`src/design/hall_dsp_pkg.sv`:
```
// Shared constants, types and helper functions of the field processing path.
// Assumes a single 50 MHz clock and an AXI4-Lite register map of 32-bit words.
package hall_dsp_pkg;

  // ==========================================================================
  // Timing
  localparam int CLK_HZ = 50_000_000;
  localparam int UPDATE_HZ = 16_000;
  localparam int TICK_CYCLES = CLK_HZ / UPDATE_HZ;

  // ==========================================================================
  // Register map (byte addresses)
  localparam int ADDR_W = 8;
  localparam logic [7:0] SPAN_ADDR = 8'h00;
  localparam logic [7:0] GAIN_ADDR = 8'h04;
  localparam logic [7:0] SHIFT_ADDR = 8'h08;
  localparam logic [7:0] SMOOTH_ADDR = 8'h0C;
  localparam logic [7:0] FLOOR_ADDR = 8'h10;
  localparam logic [7:0] CEIL_ADDR = 8'h14;
  localparam logic [7:0] RESULT_ADDR = 8'h18;
  localparam logic [7:0] IRQ_STAT_ADDR = 8'h1C;
  localparam logic [7:0] IRQ_MASK_ADDR = 8'h20;
  localparam logic [7:0] DIAG_ADDR = 8'h24;
  localparam logic [1:0] RESP_OKAY = 2'h0;
  localparam logic [1:0] RESP_SLVERR = 2'h2;

  // ==========================================================================
  // Reset values
  localparam logic [1:0] SPAN_RST = 2'h1;
  localparam logic [14:0] GAIN_RST = 15'h5000;
  localparam logic [14:0] SHIFT_RST = 15'h4000;
  localparam logic [2:0] SMOOTH_RST = 3'h3;
  localparam logic [5:0] FLOOR_RST = 6'h00;
  localparam logic [5:0] CEIL_RST = 6'h3F;
  localparam logic [3:0] MASK_RST = 4'h0;

  // ==========================================================================
  // Arithmetic
  localparam logic signed [15:0] GAIN_BIAS = 16'sh4000;
  localparam int GAIN_FRAC = 12;
  localparam logic signed [15:0] SHIFT_BIAS = 16'sh4000;
  localparam logic [9:0] CLAMP_FILL = 10'h3FF;
  localparam logic [9:0] CLAMP_ZERO = 10'h000;
  localparam logic signed [31:0] OUT_MAX = 32'sh0000_FFFF;
  localparam logic [2:0] LP_BYPASS = 3'h7;
  localparam int LP_FRAC = 16;
  localparam int COEF_SHIFT = 8;

  // ==========================================================================
  // Span codes and one-hot range select
  localparam logic [1:0] SPAN_HIGH = 2'h0;
  localparam logic [1:0] SPAN_MID = 2'h1;
  localparam logic [1:0] SPAN_UNUSED = 2'h2;
  localparam logic [1:0] SPAN_LOW = 2'h3;
  typedef enum logic [2:0] {
    RANGE_LOW = 3'h1,
    RANGE_MID = 3'h2,
    RANGE_HIGH = 3'h4
  } range_t;

  // Status nibble and interrupt bit positions
  localparam int ST_OV = 0;
  localparam int ST_ECC_FIX = 1;
  localparam int ST_ECC_FAIL = 2;
  localparam int ST_CLAMP = 3;
  localparam int NIB_W = 4;

  function automatic range_t span_decode(input logic [1:0] code);
    case (code)
      SPAN_LOW: span_decode = RANGE_LOW;
      SPAN_HIGH: span_decode = RANGE_HIGH;
      default: span_decode = RANGE_MID;
    endcase
  endfunction

  // Single-pole weights, about 256 * 2 * pi * fc / 16 kHz
  function automatic logic [8:0] lp_coef(input logic [2:0] code);
    case (code)
      3'h0: lp_coef = 9'h008;
      3'h1: lp_coef = 9'h018;
      3'h2: lp_coef = 9'h02C;
      3'h3: lp_coef = 9'h040;
      3'h4: lp_coef = 9'h056;
      3'h5: lp_coef = 9'h06E;
      default: lp_coef = 9'h08C;
    endcase
  endfunction

  function automatic logic [15:0] lower_limit(input logic [5:0] code);
    lower_limit = {code, CLAMP_ZERO};
  endfunction

  function automatic logic [15:0] upper_limit(input logic [5:0] code);
    upper_limit = {code, CLAMP_FILL};
  endfunction

  function automatic logic [15:0] sat16(input logic signed [31:0] v);
    if (v < 0) begin
      sat16 = 16'h0000;
    end else if (v > OUT_MAX) begin
      sat16 = 16'hFFFF;
    end else begin
      sat16 = v[15:0];
    end
  endfunction

endpackage

```
`src/design/smooth_link_if.sv`:
```
// Link between the processing core and its input smoothing filter.
// Assumes both ends share the core clock; tick is a one-cycle enable.
`timescale 1ns/1ps
interface smooth_link_if #(parameter int W = 16);
  logic tick;
  logic [2:0] code;
  logic signed [W-1:0] raw;
  logic signed [W-1:0] filt;
  logic filt_valid;
  modport core (output tick, output code, output raw, input filt, input filt_valid);
  modport filter (input tick, input code, input raw, output filt, output filt_valid);
endinterface

```
`src/design/lowpass_smoother.sv`:
```
// Single-pole smoothing filter on the raw field samples, one step per tick.
// Assumes raw is stable in the tick cycle; result appears one cycle later.
`timescale 1ns/1ps
module lowpass_smoother #(
  parameter int W = 16
) (
  // Clock and reset
  input wire logic clk,
  input wire logic sys_rst,
  // Sample link
  smooth_link_if.filter lnk
);
  localparam int AW = W + hall_dsp_pkg::LP_FRAC;
  localparam int HALF = 1 << (hall_dsp_pkg::LP_FRAC - 1);

  logic signed [AW-1:0] acc_q;
  logic signed [AW:0] diff;
  logic signed [AW+10:0] step;
  logic signed [AW-1:0] acc_d;
  logic signed [AW-1:0] rnd;

  // ==========================================================================
  // Update
  always_comb begin
    diff = {lnk.raw[W-1], lnk.raw, {hall_dsp_pkg::LP_FRAC{1'b0}}} - {acc_q[AW-1], acc_q};
    step = (diff * $signed({1'b0, hall_dsp_pkg::lp_coef(lnk.code)})) >>> hall_dsp_pkg::COEF_SHIFT;
    acc_d = acc_q + step[AW-1:0];
    // Rounded read-out keeps the settled value equal to the input
    rnd = acc_d + AW'(HALF);
  end

  always_ff @(posedge clk) begin
    if (sys_rst) begin
      acc_q <= '0;
      lnk.filt <= '0;
      lnk.filt_valid <= 1'b0;
    end else begin
      lnk.filt_valid <= lnk.tick;
      if (lnk.tick) begin
        if (lnk.code == hall_dsp_pkg::LP_BYPASS) begin
          acc_q <= {lnk.raw, {hall_dsp_pkg::LP_FRAC{1'b0}}};
          lnk.filt <= lnk.raw;
        end else begin
          acc_q <= acc_d;
          lnk.filt <= rnd[AW-1:hall_dsp_pkg::LP_FRAC];
        end
      end
    end
  end

  bypass_passes_a: assert property (@(posedge clk) disable iff (sys_rst)
    (lnk.tick && lnk.code == hall_dsp_pkg::LP_BYPASS) |=> (lnk.filt == $past(lnk.raw)))
    else $error("bypass did not pass the raw sample");

endmodule

```
`src/design/parity_scrub.sv`:
```
// Matrix parity check of the configuration memory image.
// Assumes the image is stable; the last line holds the column parity bits.
`timescale 1ns/1ps
module parity_scrub #(
  parameter int LINES = 8,
  parameter int W = 16
) (
  // Clock and reset
  input wire logic clk,
  input wire logic sys_rst,
  // Memory image, bit W of each line but the last is its row parity
  input wire logic [LINES:0][W:0] image,
  // Results
  output logic fix_q,
  output logic fail_q,
  output logic [7:0] fix_line_q
);
  logic [LINES-1:0] row_err;
  logic [W:0] col_err;
  logic col_sum;
  logic fix;
  logic fail;
  logic [7:0] bad_line;

  // ==========================================================================
  // Row odd parity, column alternating parity, parity column even
  always_comb begin
    row_err = '0;
    col_err = '0;
    bad_line = 8'h00;
    col_sum = 1'b0;
    for (int r = 0; r < LINES; r++) begin
      row_err[r] = ~(^image[r]);
      if (row_err[r]) begin
        bad_line = 8'(r);
      end
    end
    for (int j = 0; j <= W; j++) begin
      col_sum = 1'b0;
      for (int r = 0; r <= LINES; r++) begin
        col_sum = col_sum ^ image[r][j];
      end
      col_err[j] = (j < W) ? (col_sum != j[0]) : col_sum;
    end
    fix = $onehot(row_err) && $onehot(col_err);
    fail = ((|row_err) || (|col_err)) && !fix;
  end

  always_ff @(posedge clk) begin
    if (sys_rst) begin
      fix_q <= 1'b0;
      fix_line_q <= 8'h00;
    end else begin
      fix_q <= fix;
      fix_line_q <= bad_line;
    end
  end

  // Latched until reset: a defective memory never recovers on its own
  always_ff @(posedge clk) begin
    if (sys_rst) begin
      fail_q <= 1'b0;
    end else begin
      fail_q <= fail_q | fail;
    end
  end

  two_lines_fail_a: assert property (@(posedge clk) disable iff (sys_rst)
    ($countones(row_err) > 1) |=> fail_q)
    else $error("two bad lines not flagged as failure");

  single_fix_a: assert property (@(posedge clk) disable iff (sys_rst)
    ($onehot(row_err) && $onehot(col_err)) |=> (fix_q && fail_q == $past(fail_q)))
    else $error("single bit error not treated as correctable");

endmodule

```
`src/design/hall_field_dsp_path.sv`:
```
// Field processing path: smoothing, gain, offset, limiting, clamping, diagnostics.
// Assumes raw samples synchronous to clk and an AXI4-Lite master on the bus.
//
// Overview of operation
// span code 3/1/0 selects 50/100/200 mT range
// span code 2 acts as code 1
// calibrator sets span before offset and gain
// gain is multiplier word minus 16384, over 4096
// offset is shift field minus 16384
// smoothing filter keeps unity DC gain
// 3-bit smoothing code, code 7 bypasses
// new filtered sample at 16 kHz
// out-of-band values held at clamp limits
// lower limit is floor code times 1024
// upper limit is (ceiling+1)*1024-1
// software keeps upper limit above lower limit
// diagnostics reported in a status nibble
// overvoltage sets status bit, output stage off
// one single-bit memory error is corrected; the code flags one in the last (column parity) line as a failure
// second bad line is a failure
// memory failure turns output stage off permanently
// filter, gain, offset, then limit to 16 bits
// limiter saturates at 0 and 65535
`timescale 1ns/1ps
module hall_field_dsp_path #(
  parameter int TICK_CYCLES = hall_dsp_pkg::TICK_CYCLES,
  parameter int LINES = 8,
  parameter int LINE_W = 16
) (
  // Clock and reset
  input wire logic clk,
  input wire logic sys_rst,
  // AXI4-Lite slave
  input wire logic [7:0] s_axi_awaddr,
  input wire logic s_axi_awvalid,
  output logic s_axi_awready,
  input wire logic [31:0] s_axi_wdata,
  input wire logic [3:0] s_axi_wstrb,
  input wire logic s_axi_wvalid,
  output logic s_axi_wready,
  output logic [1:0] s_axi_bresp,
  output logic s_axi_bvalid,
  input wire logic s_axi_bready,
  input wire logic [7:0] s_axi_araddr,
  input wire logic s_axi_arvalid,
  output logic s_axi_arready,
  output logic [31:0] s_axi_rdata,
  output logic [1:0] s_axi_rresp,
  output logic s_axi_rvalid,
  input wire logic s_axi_rready,
  // Field converter and supply monitor
  input wire logic signed [15:0] adc_value,
  input wire logic overvoltage_in,
  output logic [2:0] range_sel,
  // Configuration memory image
  input wire logic [LINES:0][LINE_W:0] eeprom_image,
  // Protocol stage
  output logic [15:0] out_value,
  output logic [3:0] status_nibble,
  output logic out_valid,
  output logic od_stage_off,
  // Interrupt
  output logic irq
);
  localparam int TICK_W = $clog2(TICK_CYCLES + 1);
  localparam int TICK_LAST = TICK_CYCLES - 1;

  logic [1:0] span_q;
  logic [14:0] gain_q;
  logic [14:0] shift_q;
  logic [2:0] smooth_q;
  logic [5:0] floor_q;
  logic [5:0] ceil_q;
  logic [3:0] mask_q;
  logic [3:0] irq_stat_q;
  logic [3:0] irq_stat_d;
  logic [TICK_W-1:0] tick_cnt_q;
  logic tick;
  logic ecc_fix;
  logic ecc_fail;
  logic [7:0] fix_line;
  logic ov_q;
  logic ecc_fail_seen_q;
  logic clamp_q;
  logic signed [31:0] prod_q;
  logic p1_valid_q;
  logic signed [15:0] gain_s;
  logic signed [31:0] sum;
  logic [15:0] limited;
  logic [15:0] lo_lim;
  logic [15:0] hi_lim;
  logic [15:0] clamped;
  logic clamp_hit;
  logic [3:0] events;

  smooth_link_if #(.W(16)) lnk ();

  // ==========================================================================
  // Update-rate divider
  always_ff @(posedge clk) begin
    if (sys_rst) begin
      tick_cnt_q <= '0;
    end else if (tick) begin
      tick_cnt_q <= '0;
    end else begin
      tick_cnt_q <= tick_cnt_q + 1'b1;
    end
  end
  assign tick = (tick_cnt_q == TICK_W'(TICK_LAST));

  // ==========================================================================
  // Submodules
  assign lnk.tick = tick;
  assign lnk.code = smooth_q;
  assign lnk.raw = adc_value;

  lowpass_smoother #(.W(16)) u_smooth (
    .clk(clk),
    .sys_rst(sys_rst),
    .lnk(lnk)
  );

  parity_scrub #(.LINES(LINES), .W(LINE_W)) u_scrub (
    .clk(clk),
    .sys_rst(sys_rst),
    .image(eeprom_image),
    .fix_q(ecc_fix),
    .fail_q(ecc_fail),
    .fix_line_q(fix_line)
  );

  assign range_sel = hall_dsp_pkg::span_decode(span_q);

  // ==========================================================================
  // Gain, offset, limiter, clamp
  assign gain_s = $signed({1'b0, gain_q}) - hall_dsp_pkg::GAIN_BIAS;

  always_ff @(posedge clk) begin
    if (sys_rst) begin
      prod_q <= '0;
      p1_valid_q <= 1'b0;
    end else begin
      p1_valid_q <= lnk.filt_valid;
      if (lnk.filt_valid) begin
        prod_q <= lnk.filt * gain_s;
      end
    end
  end

  always_comb begin
    sum = (prod_q >>> hall_dsp_pkg::GAIN_FRAC)
          + 32'($signed({1'b0, shift_q}) - hall_dsp_pkg::SHIFT_BIAS);
    limited = hall_dsp_pkg::sat16(sum);
    lo_lim = hall_dsp_pkg::lower_limit(floor_q);
    hi_lim = hall_dsp_pkg::upper_limit(ceil_q);
    clamp_hit = 1'b0;
    clamped = limited;
    if (limited < lo_lim) begin
      clamped = lo_lim;
      clamp_hit = 1'b1;
    end else if (limited > hi_lim) begin
      clamped = hi_lim;
      clamp_hit = 1'b1;
    end
  end

  always_ff @(posedge clk) begin
    if (sys_rst) begin
      out_value <= 16'h0000;
      out_valid <= 1'b0;
      clamp_q <= 1'b0;
    end else begin
      out_valid <= p1_valid_q;
      if (p1_valid_q) begin
        out_value <= clamped;
        clamp_q <= clamp_hit;
      end
    end
  end

  // ==========================================================================
  // Diagnostics
  always_ff @(posedge clk) begin
    if (sys_rst) begin
      ov_q <= 1'b0;
      ecc_fail_seen_q <= 1'b0;
    end else begin
      ov_q <= overvoltage_in;
      ecc_fail_seen_q <= ecc_fail;
    end
  end

  assign status_nibble = {clamp_q, ecc_fail, ecc_fix, ov_q};
  assign od_stage_off = ov_q | ecc_fail;

  // ==========================================================================
  // Interrupts: sticky, cleared by reading, a new event wins over the clear
  assign events = {clamp_hit & p1_valid_q, ecc_fail & ~ecc_fail_seen_q,
                   ecc_fix, overvoltage_in & ~ov_q};

  always_comb begin
    irq_stat_d = irq_stat_q;
    if (s_axi_arvalid && s_axi_arready && s_axi_araddr == hall_dsp_pkg::IRQ_STAT_ADDR) begin
      irq_stat_d = 4'h0;
    end
    irq_stat_d = irq_stat_d | events;
  end

  always_ff @(posedge clk) begin
    if (sys_rst) begin
      irq_stat_q <= 4'h0;
    end else begin
      irq_stat_q <= irq_stat_d;
    end
  end
  assign irq = |(irq_stat_q & mask_q);

  // ==========================================================================
  // AXI4-Lite write channel; address and data taken in either order
  logic aw_held_q;
  logic w_held_q;
  logic [7:0] waddr_q;
  logic [31:0] wdata_q;
  logic [3:0] wstrb_q;
  logic do_write;
  logic [31:0] wmask;

  assign s_axi_awready = !aw_held_q && !s_axi_bvalid;
  assign s_axi_wready = !w_held_q && !s_axi_bvalid;
  assign do_write = aw_held_q && w_held_q && !s_axi_bvalid;
  assign wmask = {{8{wstrb_q[3]}}, {8{wstrb_q[2]}}, {8{wstrb_q[1]}}, {8{wstrb_q[0]}}};

  function automatic logic [31:0] merge(input logic [31:0] old);
    merge = (old & ~wmask) | (wdata_q & wmask);
  endfunction

  always_ff @(posedge clk) begin
    if (sys_rst) begin
      aw_held_q <= 1'b0;
      w_held_q <= 1'b0;
      waddr_q <= 8'h00;
      wdata_q <= 32'h0000_0000;
      wstrb_q <= 4'h0;
    end else begin
      if (s_axi_awvalid && s_axi_awready) begin
        aw_held_q <= 1'b1;
        waddr_q <= s_axi_awaddr;
      end else if (do_write) begin
        aw_held_q <= 1'b0;
      end
      if (s_axi_wvalid && s_axi_wready) begin
        w_held_q <= 1'b1;
        wdata_q <= s_axi_wdata;
        wstrb_q <= s_axi_wstrb;
      end else if (do_write) begin
        w_held_q <= 1'b0;
      end
    end
  end

  always_ff @(posedge clk) begin
    if (sys_rst) begin
      s_axi_bvalid <= 1'b0;
      s_axi_bresp <= hall_dsp_pkg::RESP_OKAY;
    end else if (do_write) begin
      s_axi_bvalid <= 1'b1;
      case (waddr_q)
        hall_dsp_pkg::SPAN_ADDR, hall_dsp_pkg::GAIN_ADDR, hall_dsp_pkg::SHIFT_ADDR,
        hall_dsp_pkg::SMOOTH_ADDR, hall_dsp_pkg::FLOOR_ADDR, hall_dsp_pkg::CEIL_ADDR,
        hall_dsp_pkg::IRQ_MASK_ADDR: s_axi_bresp <= hall_dsp_pkg::RESP_OKAY;
        default: s_axi_bresp <= hall_dsp_pkg::RESP_SLVERR;
      endcase
    end else if (s_axi_bvalid && s_axi_bready) begin
      s_axi_bvalid <= 1'b0;
    end
  end

  // Configuration registers; limits are trusted to be ordered by software
  always_ff @(posedge clk) begin
    if (sys_rst) begin
      span_q <= hall_dsp_pkg::SPAN_RST;
      gain_q <= hall_dsp_pkg::GAIN_RST;
      shift_q <= hall_dsp_pkg::SHIFT_RST;
      smooth_q <= hall_dsp_pkg::SMOOTH_RST;
      floor_q <= hall_dsp_pkg::FLOOR_RST;
      ceil_q <= hall_dsp_pkg::CEIL_RST;
      mask_q <= hall_dsp_pkg::MASK_RST;
    end else if (do_write) begin
      case (waddr_q)
        hall_dsp_pkg::SPAN_ADDR: span_q <= 2'(merge({30'h0, span_q}));
        hall_dsp_pkg::GAIN_ADDR: gain_q <= 15'(merge({17'h0, gain_q}));
        hall_dsp_pkg::SHIFT_ADDR: shift_q <= 15'(merge({17'h0, shift_q}));
        hall_dsp_pkg::SMOOTH_ADDR: smooth_q <= 3'(merge({29'h0, smooth_q}));
        hall_dsp_pkg::FLOOR_ADDR: floor_q <= 6'(merge({26'h0, floor_q}));
        hall_dsp_pkg::CEIL_ADDR: ceil_q <= 6'(merge({26'h0, ceil_q}));
        hall_dsp_pkg::IRQ_MASK_ADDR: mask_q <= 4'(merge({28'h0, mask_q}));
        default: mask_q <= mask_q;
      endcase
    end
  end

  // ==========================================================================
  // AXI4-Lite read channel
  assign s_axi_arready = !s_axi_rvalid;

  always_ff @(posedge clk) begin
    if (sys_rst) begin
      s_axi_rvalid <= 1'b0;
      s_axi_rdata <= 32'h0000_0000;
      s_axi_rresp <= hall_dsp_pkg::RESP_OKAY;
    end else if (s_axi_arvalid && s_axi_arready) begin
      s_axi_rvalid <= 1'b1;
      s_axi_rresp <= hall_dsp_pkg::RESP_OKAY;
      case (s_axi_araddr)
        hall_dsp_pkg::SPAN_ADDR: s_axi_rdata <= {30'h0, span_q};
        hall_dsp_pkg::GAIN_ADDR: s_axi_rdata <= {17'h0, gain_q};
        hall_dsp_pkg::SHIFT_ADDR: s_axi_rdata <= {17'h0, shift_q};
        hall_dsp_pkg::SMOOTH_ADDR: s_axi_rdata <= {29'h0, smooth_q};
        hall_dsp_pkg::FLOOR_ADDR: s_axi_rdata <= {26'h0, floor_q};
        hall_dsp_pkg::CEIL_ADDR: s_axi_rdata <= {26'h0, ceil_q};
        hall_dsp_pkg::RESULT_ADDR: s_axi_rdata <= {12'h0, status_nibble, out_value};
        hall_dsp_pkg::IRQ_STAT_ADDR: s_axi_rdata <= {28'h0, irq_stat_q};
        hall_dsp_pkg::IRQ_MASK_ADDR: s_axi_rdata <= {28'h0, mask_q};
        hall_dsp_pkg::DIAG_ADDR: s_axi_rdata <= {20'h0, od_stage_off, range_sel, fix_line};
        default: begin
          s_axi_rdata <= 32'h0000_0000;
          s_axi_rresp <= hall_dsp_pkg::RESP_SLVERR;
        end
      endcase
    end else if (s_axi_rvalid && s_axi_rready) begin
      s_axi_rvalid <= 1'b0;
    end
  end

  // ==========================================================================
  // Checks
  span_unused_a: assert property (@(posedge clk) disable iff (sys_rst)
    (span_q == hall_dsp_pkg::SPAN_UNUSED) |-> (range_sel == hall_dsp_pkg::RANGE_MID))
    else $error("unused span code not mapped to mid range");
  span_low_a: assert property (@(posedge clk) disable iff (sys_rst)
    (span_q == hall_dsp_pkg::SPAN_LOW) |-> (range_sel == hall_dsp_pkg::RANGE_LOW))
    else $error("span code 3 not mapped to low range");
  tick_period_a: assert property (@(posedge clk) disable iff (sys_rst)
    tick |=> (!tick && tick_cnt_q == '0))
    else $error("update tick spacing wrong");
  pipe_order_a: assert property (@(posedge clk) disable iff (sys_rst)
    lnk.filt_valid |-> ##2 out_valid)
    else $error("processed sample not delivered two cycles after filter");
  clamp_band_a: assert property (@(posedge clk) disable iff (sys_rst)
    $rose(out_valid) |-> (out_value >= $past(lo_lim) && out_value <= $past(hi_lim)))
    else $error("output outside clamp band");
  no_wrap_a: assert property (@(posedge clk) disable iff (sys_rst)
    (p1_valid_q && sum < 0 && floor_q == '0) |=> (out_value == 16'h0000))
    else $error("negative result not saturated to zero");
  gain_apply_a: assert property (@(posedge clk) disable iff (sys_rst)
    (lnk.filt_valid && gain_q == hall_dsp_pkg::GAIN_RST)
      |=> (prod_q == 32'($past(lnk.filt)) <<< hall_dsp_pkg::GAIN_FRAC))
    else $error("unity multiplier word did not give unity gain");
  ov_off_a: assert property (@(posedge clk) disable iff (sys_rst)
    overvoltage_in |=> (od_stage_off && status_nibble[hall_dsp_pkg::ST_OV]))
    else $error("overvoltage did not switch output stage off");
  fail_stays_off_a: assert property (@(posedge clk) disable iff (sys_rst)
    ecc_fail |=> (od_stage_off && status_nibble[hall_dsp_pkg::ST_ECC_FAIL]) [*2])
    else $error("memory failure did not keep output stage off");

endmodule

```
`config.mk`:
```
export PLATFORM = sky130hd
export DESIGN_NAME = hall_field_dsp_path
export DESIGN_NICKNAME = d
export VERILOG_FILES = /design/src/design/hall_dsp_pkg.sv /design/src/design/smooth_link_if.sv /design/src/design/lowpass_smoother.sv /design/src/design/parity_scrub.sv /design/src/design/hall_field_dsp_path.sv
export SDC_FILE = /design/constraint.sdc
export NUM_CORES = 2
export LEC_CHECK = 0
export BUFFER_PORTS_ARGS = -buffer_cell sky130_fd_sc_hd__clkbuf_2
export CAP_MARGIN = 10
export CORE_UTILIZATION = 60
export CTS_BUF_LIST = sky130_fd_sc_hd__clkbuf_4 sky130_fd_sc_hd__clkbuf_8
export CTS_CLUSTER_SIZE = 16
export DETAILED_ROUTE_END_ITERATION = 6
export PLACE_DENSITY = 0.78
export SLEW_MARGIN = 30
export SYNTH_ARGS = -nofsm -noshare
export SYNTH_HDL_FRONTEND = slang
export SYNTH_SLANG_ARGS = --single-unit
```
`constraint.sdc`:
```
create_clock -name clk -period 29.8 [get_ports clk]
set_input_delay 4.47 -clock clk [delete_from_list [all_inputs] [get_ports clk]]
set_output_delay 4.47 -clock clk [all_outputs]
set_load 0.1 [all_outputs]
```
==> impl_metrics.py <==
metrics = {
    "place": {
        "io_buffer_count": 262,
        "place_congestion": 0.9159,
        "hpwl_mm": 68.80,
        "dp_cells": 4749,
        "pre_cts_slack_ns": 15.39,
    },
    "clocking": {
        "cts_tree": "yes",
        "cts_buffer_depth": 3,
        "cts_made_buffers": 36,
        "clock_latency_ns": 0.59,
        "postCtsHoldBufs": 0,
        "cts_setup_buffers": 0,
        "clock_sinks": 213,
        "htree_levels": 2,
        "clkTransAtPathRegs_ns": 0.06,
        "cts_resized": 0,
        "clockRootBuffer": "clkbuf_8",
    },
    "grt": {
        "grt_pass1_vias": 27318,
        "grt_antenna_before_repair": 2,
        "track_usage_pct": 31.30,
        "grt_first_pass_wirelength_mm": 139.5,
        "grt_overflow": 0,
        "grt_max_degree": 71,
    },
    "run_status": {
        "outcome": "finished, violations left",
        "violations": "DRC",
    },
    "min_path": {
        "worstHoldEndpoint": "irq_stat_q[2]$_SDFF_PP0_",
        "whs_path_depth": 1,
        "hold_start": "ecc_fail_seen_q$_SDFF_PP0_",
        "hold_class": "register to register",
    },
    "synthesis": {
        "synthXorXnorAreaFrac_pct": 10.99,
        "synth_top_family_by_area": "adder cells",
        "yosys-top-cells-area": "fa_1, dfxtp_1, ha_1, xnor2_1, inv_1",
        "async_flop_share_pct": 0,
        "synth-edff-count": 0,
        "synth-simple-area-share_pct": 16.29,
        "synth_seq_area_share_pct": 12.97,
        "synthMuxAreaShare_pct": 2.238,
        "synth_top_flop_cell": "dfxtp_1",
        "synth_common_cells": "inv_1, fa_1, nor2_1",
        "yosys.cell_types.count": 85,
        "synth.top_cell.area_share_pct": 26.98,
        "ys_ff_latch": 213,
        "synth_top_area_cell": "fa_1",
        "synth_fa_ha_area_share_pct": 37.87,
        "ys_warn_count": 0,
        "synth.most_common_cell": "inv_1",
        "syn_avg_cell_area_sq_um": 8.449,
        "synth_compound_area_share_pct": 10.27,
        "syn_area_sq_um": 32870,
        "syn_inst": 3890,
    },
    "layout": {
        "layoutNonFillerInstCount": 4815,
        "final_net_count": 5049,
        "drive_gt1_share_pct": 10.54,
        "fill_cells": 4493,
        "area_growth_syn_to_layout_pct": 8.226,
        "fin_util_pct": 65.97,
    },
    "setup_path": {
        "regToRegSetupSlack_ns": 18.89,
        "critical_path_class": "input pin to register",
        "critPathCaptureType": "register",
        "required_ns": 30.22,
        "slowest_stage": "o311ai_0",
        "worstPathArrival_ns": 14.43,
        "timing.rr.start": "u_smooth.acc_q[2]$_SDFFE_PP0P_",
        "critPathMostFrequentCell": "fa_1",
        "crit_path_start_kind": "input pin",
        "path_max_fanout": 7,
        "reg2reg_depth": 35,
        "reg2reg_to": "u_smooth.lnk.filt[14]$_SDFFE_PP0P_",
        "cpPeakStageDelay_ns": 0.87,
    },
    "power": {
        "ir_drop_uv": 91.12,
        "power_leakage_nw": 16.37,
        "powerDensity_nw_per_um2": 32.12,
    },
    "route": {
        "drc_errors": 4,
        "route.antenna.remaining_nets": 0,
        "avgRoutedWirePerCell_um": 17.91,
        "dr.pass1.iters": 7,
        "routed_wl_mm": 86.24,
        "drt_iter0_drc": 1782,
        "vias_per_cell": 5.644,
        "vias": 27178,
    },
    "floorplanning": {
        "core_sq_um": 53920,
        "dieHeight_um": 236.1,
        "die_w_um": 236.1,
        "io_pins": 296,
        "num_rows": 85,
        "die_area_sq_um": 55720,
        "start_util_pct": 60.96,
    },
    "sta": {
        "worstMarginPinSlew_ns": 1.055,
        "final_hold_viol_count": 0,
        "setup_viol": 0,
        "grt_setup_unrepaired": "no",
        "fin_worst_skew_ns": 0.03568,
        "relSlewSlack_pct": 29.60,
        "fin_crit_sh_pct": 47.03,
        "drv_slew": 0,
        "clock.fmax_mhz": 71.36,
        "setup_ws_ns": 15.79,
        "fin_tns_setup_ns": 0,
        "period_needed_ns": 14.01,
    },
    "run": {
        "drv_cap": 0,
    },
}
[worst max-delay path, delay by kind of cell]
kind | cells | cell delay, ns
compound gates | 17 | 4.01
fa+ha+maj | 7 | 3.11
simple gates | 7 | 1.80
buf+inv | 6 | 0.69
xor+xnor | 2 | 0.33
[logic make-up (layout without fill, tap and decap cells)]
| group | count (synthesis) | in the layout |
|---|---|---|
| xor+xnor | 411 | 411 |
| fa+ha+maj | 729 | 729 |
| simple gates | 1161 | 1161 |
| other cells | 1 | 15 |
| flops | 213 | 213 |
| buf+inv | 791 | 1006 |
| compound gates | 511 | 511 |
| mux | 73 | 73 |
[cells in the final DEF (no fill, tap or decap), types with 10 or more instances in the layout]
cell	synthesis	routed
a211o_1	10	10
a211oi_1	29	29
a21o_1	29	29
a21oi_1	160	159
a222oi_1	11	11
a22o_1	15	15
a22oi_1	17	17
a311oi_1	14	14
a31oi_1	20	20
and2_1	113	113
and3_1	18	18
buf_4	19	32
clkbuf_2	0	261
clkbuf_8	3	42
conb_1	1	14
dfxtp_1	213	213
fa_1	443	443
ha_1	286	285
inv_1	648	648
mux2i_1	69	69
nand2_1	331	331
nand2b_1	33	33
nand3_1	35	35
nand4_1	24	24
nor2_1	441	441
nor2b_1	27	26
nor3_1	36	35
nor4_1	14	13
o211ai_1	14	14
o21a_1	23	23
o21ai_0	81	81
o21bai_1	19	19
or2_2	40	40
xnor2_1	308	306
xor2_1	102	102
[metrics by stage]
| step | hold WS [ns] | area, sq um | power [W] |
|---|---|---|---|
| after floorplan | 0.3998 | 32920 | 0.0006996 |
| after global placement | 0.4055 | 34710 | 0.0008164 |
| after detailed placement | 0.4053 | 34720 | 0.0008384 |
| after CTS | 0.4159 | 35550 | 0.001146 |
| after global routing | 0.4447 | 35570 | 0.001231 |
| final | 0.4179 | 35570 | 0.001143 |
[worst max path at each step]
| stage | startpoint | to | slack (ns) | cells past startpoint |
|---|---|---|---|---|
| after floorplan | adc_value[0] | u_smooth.lnk.filt[14]$_SDFFE_PP0P_ | 16.71 | 35 |
| after global placement | adc_value[0] | u_smooth.lnk.filt[14]$_SDFFE_PP0P_ | 15.33 | 38 |
| after detailed placement | adc_value[0] | u_smooth.lnk.filt[14]$_SDFFE_PP0P_ | 15.39 | 38 |
| after CTS | adc_value[0] | u_smooth.lnk.filt[14]$_SDFFE_PP0P_ | 15.94 | 38 |
| after global routing | adc_value[0] | u_smooth.lnk.filt[14]$_SDFFE_PP0P_ | 15.13 | 38 |
| final | adc_value[0] | u_smooth.lnk.filt[14]$_SDFFE_PP0P_ | 15.79 | 39 |
[per-layer routing]
metal  up-vias  wire length (um)  global-route usage, %
met3       210              6777                  5.500
li1      12744                 -                      -
met4         0              3231                  11.29
met1     13184             35270                  40.36
met2      1040             40950                  52.62
met5         -                 0                      0
[final cells by class]
type | count | area, sq um | share of cell area [%]
multi-input combinational | 2899 | 25630 | 72.05
sequential | 213 | 4264 | 11.99
inverter | 648 | 2432 | 6.838
timing repair buffer | 293 | 1546 | 4.348
tap | 696 | 870.8 | 2.448
clock buffer | 48 | 623.1 | 1.752
clock inverter | 17 | 202.7 | 0.5698
antenna | 1 | 2.502 | 0.007035
[report_power, final]
group	leakage (nW)	internal (W)	switching, W
clock	0.428	0.000173	0.000135
sequential	1.72	0.000292	0.0000108
combinational	14.2	0.000216	0.000315
total	16.4	0.000681	0.000461
Note: power is estimated with default switching activity, not from simulation.
